[src/common/xbar_cfg.svh]
// address map, register layout, reset values and priority defaults of the crossbar switch
//
// Overview of operation
// - five masters each route an access to one of five target groups
// - different masters on different targets proceed together, no mutual stall
// - same-cycle contention grants highest priority master, others stall
// - an owner keeps its target until its access completes
// - high priority dma port beats low priority dma port on shared targets
// - program fetch port has fifth priority at external memory
// - every cross-rate path passes a small bridge buffer stage
// - core data and fetch bridges run core clock toward target clocks
// - dma and host path into on-chip memory uses the on-chip bridge
// - shared external memory bridge carries core, host and dma accesses
// - bridge control bit0 holds on-chip bridge in reset, resets to one
// - bridge control bits 31:1 read zero, writes to them ignored
// - rom and ram ranges route to on-chip memory, byte and word
// - word-only peripheral windows route to peripheral register bus
// - any word address in audio dma windows reaches audio dma bus
// - dma control and entry tables route to dma engine register target
// - dram and async/flash spaces route to external memory, byte and word
// - external memory control word-only, dram config top byte byte-writable
`ifndef XBAR_CFG_SVH
`define XBAR_CFG_SVH

// ----------------------------------------------------------------
// device register
// ----------------------------------------------------------------
`define BRIDGE_CONTROL_ADDR 32'h4000_0024
`define BRIDGE_RST_BIT 0
`define BRIDGE_CONTROL_RESET 1'b1

// ----------------------------------------------------------------
// on-chip memory ranges
// ----------------------------------------------------------------
`define ROM_BASE 32'h0000_0000
`define ROM_END 32'h0005_FFFF
`define RAM_BASE 32'h1000_0000
`define RAM_END 32'h1003_FFFF

// ----------------------------------------------------------------
// peripheral windows: base is 0x4n00_0000, limit is the high offset end
// ----------------------------------------------------------------
`define PERIPH_NIBBLE 4'h4
`define PERIPH_LAST_WINDOW 4'hA
`define LIM_DEVCFG 24'h00_0083
`define LIM_PLL 24'h00_015F
`define LIM_RTI 24'h00_00A3
`define LIM_HOST 24'h00_0043
`define LIM_AUDIO 24'h00_02BF
`define LIM_SERIAL 24'h00_007F

// ----------------------------------------------------------------
// audio dma, dma engine and external memory
// ----------------------------------------------------------------
`define AUDIO_BASE 32'h5400_0000
`define AUDIO_END 32'h56FF_FFFF
`define DMA_CTRL_BASE 32'h6000_0000
`define DMA_CTRL_END 32'h6000_008F
`define DMA0_TBL_BASE 32'h6100_8000
`define DMA1_TBL_BASE 32'h6200_8000
`define TBL_EVENT_END 16'h007F
`define TBL_XFER_BASE 16'h00A0
`define TBL_XFER_END 16'h01FF
`define DRAM_BASE 32'h8000_0000
`define ASYNC_END 32'h9FFF_FFFF
`define EMC_BASE 32'hF000_0000
`define EMC_END 32'hF000_00BF
`define DRAM_CFG_ADDR 32'hF000_0008
`define BE_WORD 4'hF
`define BE_TOP_BYTE 4'h8

// ----------------------------------------------------------------
// priority: master indices, lowest first; slot 0, written last, is highest
// ----------------------------------------------------------------
`define PRIO_ORDER_DEFAULT {3'h1, 3'h4, 3'h3, 3'h2, 3'h0}

`endif

[src/common/xbar_pkg.sv]
// types shared by the crossbar switch and its target arbiters
`default_nettype none
package xbar_pkg;

    // target groups plus the two locally answered kinds
    typedef enum logic [2:0] {
        TGT_ONCHIP = 3'b000,
        TGT_EXTMEM = 3'b001,
        TGT_PERIPH = 3'b010,
        TGT_AUDIO = 3'b011,
        TGT_DMAREG = 3'b100,
        TGT_LOCAL = 3'b101,
        TGT_NONE = 3'b110
    } tgt_t;

    typedef enum logic [0:0] {
        ARB_IDLE = 1'b0,
        ARB_OWNED = 1'b1
    } arb_mode_t;

    typedef struct packed {
        arb_mode_t mode;
        logic [2:0] owner;
    } arb_state_t;

    typedef struct packed {
        logic bridge_rst;
        logic [4:0] m_done;
        logic [4:0][31:0] m_rdata;
        logic [4:0] t_req;
        logic [4:0][31:0] t_addr;
        logic [4:0] t_we;
        logic [4:0][3:0] t_be;
        logic [4:0][31:0] t_wdata;
        logic [4:0][2:0] t_master;
    } xbar_state_t;

endpackage
`default_nettype wire

[src/core/crossbar_switch_with_bridges.sv]
// crossbar switch: address decode, per-target arbitration, bridge stages, bridge control
`timescale 1ns/1ps
`default_nettype none
`include "xbar_cfg.svh"
module crossbar_switch_with_bridges #(
    parameter logic [4:0][2:0] PRIO_ORDER = `PRIO_ORDER_DEFAULT
) (
    input wire logic clk_i,
    input wire logic rst_b_i,
    // masters: 0 core data, 1 program fetch, 2 high dma, 3 low dma, 4 host
    input wire logic [4:0] m_req_i,
    input wire logic [4:0][31:0] m_addr_i,
    input wire logic [4:0] m_we_i,
    input wire logic [4:0][3:0] m_be_i,
    input wire logic [4:0][31:0] m_wdata_i,
    output logic [4:0] m_done_o,
    output logic [4:0][31:0] m_rdata_o,
    // targets: 0 on-chip, 1 ext memory, 2 periph bus, 3 audio dma bus, 4 dma regs
    output logic [4:0] t_req_o,
    output logic [4:0][31:0] t_addr_o,
    output logic [4:0] t_we_o,
    output logic [4:0][3:0] t_be_o,
    output logic [4:0][31:0] t_wdata_o,
    output logic [4:0][2:0] t_master_o,
    input wire logic [4:0] t_ack_i,
    input wire logic [4:0][31:0] t_rdata_i,
    output logic onchip_bridge_reset_o
);
    // ----------------------------------------------------------------
    // reset release
    // ----------------------------------------------------------------
    logic rst_meta_reg;
    logic rst_n_reg;

    // two flops so release is clean against clk
    always_ff @(posedge clk_i or negedge rst_b_i) begin
        if (!rst_b_i) begin
            rst_meta_reg <= 1'b0;
            rst_n_reg <= 1'b0;
        end else begin
            rst_meta_reg <= 1'b1;
            rst_n_reg <= rst_meta_reg;
        end
    end

    // ----------------------------------------------------------------
    // address decode
    // ----------------------------------------------------------------
    function automatic logic [23:0] periph_limit(input logic [3:0] win);
        case (win)
            4'h0: periph_limit = `LIM_DEVCFG;
            4'h1: periph_limit = `LIM_PLL;
            4'h2: periph_limit = `LIM_RTI;
            4'h3: periph_limit = `LIM_HOST;
            4'h4, 4'h5, 4'h6: periph_limit = `LIM_AUDIO;
            default: periph_limit = `LIM_SERIAL;
        endcase
    endfunction

    function automatic logic in_table(input logic [31:0] a, input logic [31:0] base);
        logic [15:0] off;
        off = a[15:0];
        in_table = (a[31:16] == base[31:16]) && (a[15] == 1'b1)
            && ((off[14:0] <= `TBL_EVENT_END)
            || ((off[14:0] >= `TBL_XFER_BASE) && (off[14:0] <= `TBL_XFER_END)));
    endfunction

    // word-only windows refuse partial byte enables and fall to the local answer
    function automatic xbar_pkg::tgt_t decode(input logic [31:0] a, input logic [3:0] be);
        logic word;
        word = (be == `BE_WORD);
        decode = xbar_pkg::TGT_NONE;
        if (((a >= `ROM_BASE) && (a <= `ROM_END)) || ((a >= `RAM_BASE) && (a <= `RAM_END))) begin
            decode = xbar_pkg::TGT_ONCHIP;
        end else if (a == `BRIDGE_CONTROL_ADDR) begin
            decode = word ? xbar_pkg::TGT_LOCAL : xbar_pkg::TGT_NONE;
        end else if ((a[31:28] == `PERIPH_NIBBLE) && (a[27:24] <= `PERIPH_LAST_WINDOW)
            && (a[23:0] <= periph_limit(a[27:24])) && word) begin
            decode = xbar_pkg::TGT_PERIPH;
        end else if ((a >= `AUDIO_BASE) && (a <= `AUDIO_END) && word) begin
            decode = xbar_pkg::TGT_AUDIO;
        end else if (((a >= `DMA_CTRL_BASE) && (a <= `DMA_CTRL_END) && word)
            || in_table(a, `DMA0_TBL_BASE) || in_table(a, `DMA1_TBL_BASE)) begin
            decode = xbar_pkg::TGT_DMAREG;
        end else if ((a >= `DRAM_BASE) && (a <= `ASYNC_END)) begin
            decode = xbar_pkg::TGT_EXTMEM;
        end else if ((a >= `EMC_BASE) && (a <= `EMC_END)
            && (word || ((a == `DRAM_CFG_ADDR) && (be == `BE_TOP_BYTE)))) begin
            decode = xbar_pkg::TGT_EXTMEM;
        end
    endfunction

    // ----------------------------------------------------------------
    // state and per-master routing
    // ----------------------------------------------------------------
    xbar_pkg::xbar_state_t s_reg;
    xbar_pkg::xbar_state_t s_next;
    xbar_pkg::tgt_t [4:0] dest;
    logic [4:0] live_req;
    logic [4:0][4:0] treq;
    logic [4:0] grant;
    logic [4:0][2:0] winner;
    logic [4:0][2:0] owner;
    logic [4:0] release_t;

    // done masks the request for one cycle so a finished access is not re-granted
    always_comb begin
        treq = '0;
        for (int m = 0; m < 5; m++) begin
            live_req[m] = m_req_i[m] & ~s_reg.m_done[m];
            dest[m] = decode(m_addr_i[m], m_be_i[m]);
            for (int t = 0; t < 5; t++) begin
                treq[t][m] = live_req[m] && (dest[m] == xbar_pkg::tgt_t'(t[2:0]));
            end
        end
        // no new on-chip grant while its bridge is held in reset
        if (s_reg.bridge_rst) begin
            treq[0] = '0;
        end
    end

    // an on-chip access caught by a bridge reset is aborted so its owner cannot hang
    always_comb begin
        for (int t = 0; t < 5; t++) begin
            release_t[t] = s_reg.t_req[t] & t_ack_i[t];
        end
        release_t[0] = s_reg.t_req[0] & (t_ack_i[0] | s_reg.bridge_rst);
    end

    // ----------------------------------------------------------------
    // one arbiter per target group
    // ----------------------------------------------------------------
    generate
        for (genvar g = 0; g < 5; g++) begin : g_arb
            target_arbiter #(
                .ORDER(PRIO_ORDER)
            ) u_arb (
                .clk_i(clk_i),
                .rst_n_i(rst_n_reg),
                .req_i(treq[g]),
                .release_i(release_t[g]),
                .grant_o(grant[g]),
                .winner_o(winner[g]),
                .owner_o(owner[g])
            );
        end
    endgenerate

    // ----------------------------------------------------------------
    // next state: bridge stages, completions, local register
    // ----------------------------------------------------------------
    // each target stage is a one-deep bridge slot; one clock here, so no rate change
    always_comb begin
        s_next = s_reg;
        s_next.m_done = '0;
        for (int t = 0; t < 5; t++) begin
            if (release_t[t]) begin
                s_next.t_req[t] = 1'b0;
                s_next.m_done[owner[t]] = 1'b1;
                if (!s_reg.t_we[t] && t_ack_i[t] && !(t == 0 && s_reg.bridge_rst)) begin
                    s_next.m_rdata[owner[t]] = t_rdata_i[t];
                end else begin
                    s_next.m_rdata[owner[t]] = 32'h0000_0000;
                end
            end else if (grant[t]) begin
                // latch the winner's access into the bridge slot
                s_next.t_req[t] = 1'b1;
                s_next.t_addr[t] = m_addr_i[winner[t]];
                s_next.t_we[t] = m_we_i[winner[t]];
                s_next.t_be[t] = m_be_i[winner[t]];
                s_next.t_wdata[t] = m_wdata_i[winner[t]];
                s_next.t_master[t] = winner[t];
            end
        end
        // local answers; descending loop lets the lowest index win a write clash
        for (int m = 4; m >= 0; m--) begin
            if (live_req[m] && (dest[m] == xbar_pkg::TGT_NONE)) begin
                s_next.m_done[m] = 1'b1;
                s_next.m_rdata[m] = 32'h0000_0000;
            end else if (live_req[m] && (dest[m] == xbar_pkg::TGT_LOCAL)) begin
                s_next.m_done[m] = 1'b1;
                s_next.m_rdata[m] = {31'h0000_0000, s_reg.bridge_rst};
                if (m_we_i[m]) begin
                    s_next.bridge_rst = m_wdata_i[m][`BRIDGE_RST_BIT];
                end
            end
        end
        // aborted on-chip slot content is dropped with the bridge reset
        if (s_reg.bridge_rst) begin
            s_next.t_req[0] = 1'b0;
        end
    end

    // ----------------------------------------------------------------
    // state register and outputs
    // ----------------------------------------------------------------
    always_ff @(posedge clk_i or negedge rst_n_reg) begin
        if (!rst_n_reg) begin
            s_reg <= '0;
            s_reg.bridge_rst <= `BRIDGE_CONTROL_RESET;
        end else begin
            s_reg <= s_next;
        end
    end

    // all outputs are state bits straight from the register
    assign m_done_o = s_reg.m_done;
    assign m_rdata_o = s_reg.m_rdata;
    assign t_req_o = s_reg.t_req;
    assign t_addr_o = s_reg.t_addr;
    assign t_we_o = s_reg.t_we;
    assign t_be_o = s_reg.t_be;
    assign t_wdata_o = s_reg.t_wdata;
    assign t_master_o = s_reg.t_master;
    assign onchip_bridge_reset_o = s_reg.bridge_rst;
endmodule // crossbar_switch_with_bridges
`default_nettype wire

[src/core/target_arbiter.sv]
// fixed-priority arbiter that locks one target to its owner until release
`timescale 1ns/1ps
`default_nettype none
`include "xbar_cfg.svh"
module target_arbiter #(
    parameter logic [4:0][2:0] ORDER = `PRIO_ORDER_DEFAULT
) (
    input wire logic clk_i,
    input wire logic rst_n_i,
    input wire logic [4:0] req_i,
    input wire logic release_i,
    output logic grant_o,
    output logic [2:0] winner_o,
    output logic [2:0] owner_o
);
    xbar_pkg::arb_state_t s_reg;
    xbar_pkg::arb_state_t s_next;

    // later loop steps are higher priority, so slot 0 wins last
    always_comb begin
        winner_o = 3'h0;
        for (int i = 4; i >= 0; i--) begin
            if (req_i[ORDER[i]]) begin
                winner_o = ORDER[i];
            end
        end
        grant_o = (s_reg.mode == xbar_pkg::ARB_IDLE) && (|req_i);
        owner_o = s_reg.owner;
    end

    // ownership held until release, no re-arbitration mid access
    always_comb begin
        s_next = s_reg;
        case (s_reg.mode)
            xbar_pkg::ARB_IDLE: begin
                if (|req_i) begin
                    s_next.mode = xbar_pkg::ARB_OWNED;
                    s_next.owner = winner_o;
                end
            end
            xbar_pkg::ARB_OWNED: begin
                if (release_i) begin
                    s_next.mode = xbar_pkg::ARB_IDLE;
                end
            end
            default: begin
                s_next.mode = xbar_pkg::ARB_IDLE;
            end
        endcase
    end

    always_ff @(posedge clk_i or negedge rst_n_i) begin
        if (!rst_n_i) begin
            s_reg <= '{mode: xbar_pkg::ARB_IDLE, owner: 3'h0};
        end else begin
            s_reg <= s_next;
        end
    end
endmodule // target_arbiter
`default_nettype wire

[config.mk]
export PLATFORM = sky130hd
export DESIGN_NAME = crossbar_switch_with_bridges
export DESIGN_NICKNAME = d
export VERILOG_FILES = /design/src/common/xbar_pkg.sv /design/src/core/crossbar_switch_with_bridges.sv /design/src/core/target_arbiter.sv
export VERILOG_INCLUDE_DIRS = /design/src /design/src/common
export SDC_FILE = /design/constraint.sdc
export NUM_CORES = 2
export LEC_CHECK = 0
export ABC_CLOCK_PERIOD_IN_PS = 27600
export BUFFER_PORTS_ARGS = -buffer_cell sky130_fd_sc_hd__buf_2
export CELL_PAD_IN_SITES_DETAIL_PLACEMENT = 1
export CELL_PAD_IN_SITES_GLOBAL_PLACEMENT = 2
export CORE_AREA = 8 8 398 400
export DETAILED_ROUTE_END_ITERATION = 10
export DIE_AREA = 0 0 406 408
export GPL_ROUTABILITY_DRIVEN = 0
export MAX_ROUTING_LAYER = met4
export PLACE_DENSITY_LB_ADDON = 0.15
export SYNTH_ARGS = -nofsm -noshare
export SYNTH_HDL_FRONTEND = slang
export SYNTH_SLANG_ARGS = --single-unit
[constraint.sdc]
create_clock -name clk_i -period 27.6 [get_ports clk_i]
set_input_delay 1.38 -clock clk_i [delete_from_list [all_inputs] [get_ports clk_i]]
set_output_delay 1.38 -clock clk_i [all_outputs]
set_load 0.02 [all_outputs]
==> results.json <==
{
  "status": "finished clean",
  "syn_area_um2": 41600,
  "syn_inst": 5613,
  "multiInputGateArea_um2": 25500,
  "cts_buffers": 76,
  "p_switching_mw": 1.11,
  "synth_nets": 6170,
  "place_area_um2": 48300,
  "post-cts-setup-buffer-count": 0,
  "crit_required_ns": 28.18,
  "cts.sink_count": 553,
  "die_w_um": 406,
  "final.min_clock_period_ns": 6.95,
  "vdd_drop_max_uv": 42.4,
  "path_class": "primary input to register",
  "cts.clk_slew.worst_paths_ns": 0.06,
  "leakage_nw": 22.6,
  "yosys_warnings": 0,
  "min_path_type": "register to register",
  "routed_wirelength_um": 287000,
  "cp.arrival_ns": 7.53,
  "start_kind": "primary input",
  "grt_start_max_net_pins": 161,
  "powerDensity_nw_per_um2": 56.9,
  "ioPinCount": 1048,
  "synth_common_cells": "824 x nand2_1, 781 x nor2_1, 552 x dfrtp_1",
  "dr.pass1.iters": 6,
  "start_util_pct": 27.3,
  "wire_per_inst_um": 34.0,
  "total_power_mw": 2.92,
  "cts_hold_buf": 0,
  "antenna_found_initial": 66,
  "placed_cells": 8247,
  "synth_top_area_share_pct": 33.2,
  "fmax_mhz": 144,
  "grt.overflow.total": 0,
  "clock-root-buffer": "clkbuf_16",
  "dieArea_um2": 166000,
  "slew_headroom_pct": 14.5,
  "rsz0062_at_grt": "no",
  "async_flop_share_pct": 100,
  "cap_violations": 0,
  "slew_viol_final": 0,
  "clock_skew_ns": 0.0388,
  "crit_path_max_fanout": 59,
  "finalSetupTns_ns": 0,
  "ys_ff_latch": 553,
  "seqCellArea_um2": 13800,
  "end_kind": "register",
  "clkPwrFrac_pct": 39.5,
  "worstMarginPinSlew_ns": 1.27,
  "synth_edf_count": 0,
  "cts.path.max_buffers": 3,
  "clock_latency_ns": 0.70,
  "postRouteAntennaNets": 0,
  "final_area_um2": 51300,
  "die_h_um": 408,
  "n_fill_cell": 18802,
  "layout_worst_path_cycle_share_pct": 25.2,
  "p_seq_share_pct": 33.9,
  "postCtsResizedCells": 0,
  "fp.coreArea_um2": 153000,
  "synthTopCellsByArea": "dfrtp_1 33%, a211oi_1 8.9%, nand2_1 7.4%",
  "yosysMostFrequentCell": "nand2_1",
  "p_comb_share_pct": 26.6,
  "hold_viol": 0,
  "via_per_inst": 6.02,
  "cts_tree": "done",
  "yosysTopAreaCell": "dfrtp_1",
  "port_buffers": 1047,
  "drtIter0Drc": 5076,
  "finalSetupViolations": 0,
  "grt_pass1_vias": 50319,
  "dp_hpwl_um": 197000,
  "grt_use_total_pct": 33.9,
  "htree_levels": 3,
  "drive_gt1_share_pct": 23.3,
  "internal_power_mw": 1.81,
  "synthFlopType": "dfrtp_1",
  "syn_area_per_cell_um2": 7.41,
  "seq_area_frac_synth_pct": 33.3,
  "p_sw_share_pct": 37.9,
  "row_count": 144,
  "area_growth_pct": 23.2,
  "drc": 0,
  "ys_types": 89,
  "grt_pass1_wl_um": 401000,
  "finalNetCount": 6838,
  "stdcell_count": 8441,
  "timing.hold.ws_ns": 0.349,
  "vias": 50848
}
==> area by class of cell <==
| class | instances | area share, % |
|---|---|---|
| Antenna cell | 53 | 0.259 |
| Clock buffer | 93 | 3.95 |
| Clock inverter | 48 | 1.58 |
| Inverter | 107 | 0.783 |
| Multi-Input combinational cell | 4403 | 49.8 |
| Sequential cell | 553 | 27.0 |
| Tap cell | 2044 | 4.99 |
| Timing Repair Buffer | 1140 | 11.6 |
==> routing by layer <==
metal / up-vias / wire [um] / GRT usage [%] / share of wire [%]
met5: - / 0 / - / 0
met4: 0 / 12700 / 13.4 / 4.4
met3: 524 / 25000 / 7.95 / 8.7
met2: 2520 / 126000 / 50.8 / 44
met1: 25954 / 123000 / 44.1 / 43
li1: 21850 / - / - / -
==> per-stage QoR <==
stage                     utilization [%]  setup WS (ns)
final                                33.6          20.65
after global routing                 33.6          20.25
after CTS                            33.5          20.79
after detailed placement             31.6          20.05
after global placement               31.6          20.02
after floorplan                         -          11.05
==> final timing paths <==
path                       slack (ns)  depth (start not counted)            end           from
max                             20.65                         16   t_wdata_o[7]  m_addr_i[121]
min                              0.35                          0      rst_n_reg   rst_meta_reg
max reg2reg                     22.14                         10   t_wdata_o[7]    m_done_o[3]
min reg2reg                      0.35                          0      rst_n_reg   rst_meta_reg
max in group asynchronous       23.12                          5  t_wdata_o[78]      rst_n_reg
min in group asynchronous        0.36                          0   t_addr_o[90]      rst_n_reg
==> logic make-up after synthesis <==
group                    after synthesis  synth area share (%)
adder cells (fa/ha/maj)               40                  1.20
XOR/XNOR                               3                0.0631
other                                  1               0.00901
AND/OR/NAND/NOR                     2163                  22.9
AO/OA/AOI/OAI                       1983                  30.9
flip-flops                           553                  33.3
multiplexers                         213                  5.31
buffers and inverters                657                  6.29
==> power by group through the flow <==
stage,clock network [mW],logic (mW),registers (mW)
after global routing,1.20,0.826,0.997
after CTS,1.18,0.775,0.987
after floorplan,0,0.276,1.10
after detailed placement,0,0.772,1.00
final,1.15,0.778,0.988
after global placement,0,0.766,0.998
==> layout by cell type (no fill, tap or decap), types with 9 or more instances in the layout <==
| cell | synthesis | layout |
|---|---|---|
| diode_2 | 0 | 53 |
| or2_2 | 72 | 74 |
| nor2b_1 | 46 | 43 |
| nand4_1 | 45 | 45 |
| nor3_1 | 33 | 29 |
| a2bb2oi_1 | 33 | 33 |
| a31oi_1 | 389 | 389 |
| nor4b_1 | 17 | 13 |
| mux2_1 | 20 | 20 |
| nor2_1 | 781 | 771 |
| or4_1 | 27 | 27 |
| bufinv_16 | 0 | 16 |
| o211ai_1 | 105 | 105 |
| a22oi_1 | 34 | 34 |
| a211o_1 | 92 | 92 |
| nand3b_1 | 13 | 13 |
| a21oi_1 | 480 | 478 |
| o22ai_1 | 33 | 32 |
| nand2_1 | 824 | 818 |
| and3_1 | 16 | 14 |
| inv_1 | 107 | 107 |
| buf_2 | 85 | 1047 |
| and2_1 | 31 | 27 |
| o21ai_1 | 38 | 37 |
| nand3_1 | 120 | 117 |
| mux2_2 | 43 | 43 |
| nor3b_1 | 11 | 9 |
| clkinv_2 | 0 | 12 |
| mux2i_1 | 150 | 150 |
| nor2_4 | 0 | 10 |
| dfrtp_1 | 552 | 551 |
| clkbuf_16 | 0 | 76 |
| a211oi_1 | 494 | 493 |
| ha_1 | 40 | 40 |
| nor4_1 | 37 | 33 |
| o21ai_0 | 199 | 199 |
| clkbuf_1 | 422 | 11 |
| nand2b_1 | 39 | 37 |
| buf_4 | 9 | 92 |
==> worst max-delay path: stages <==
cell,delay (ns)
buf_2,0.17
a21oi_1,0.16
nand2_1,0.10
ha_1,0.30
a2111oi_0,0.45
o21ai_0,0.16
o211ai_1,0.39
nand4_1,0.21
a311oi_1,0.95
a31o_4,0.17
buf_4,0.73
and2_4,0.70
buf_4,0.77
mux2i_1,0.18
a211o_1,0.32
a31oi_1,0.17
Power figures use the tool's default switching activity.
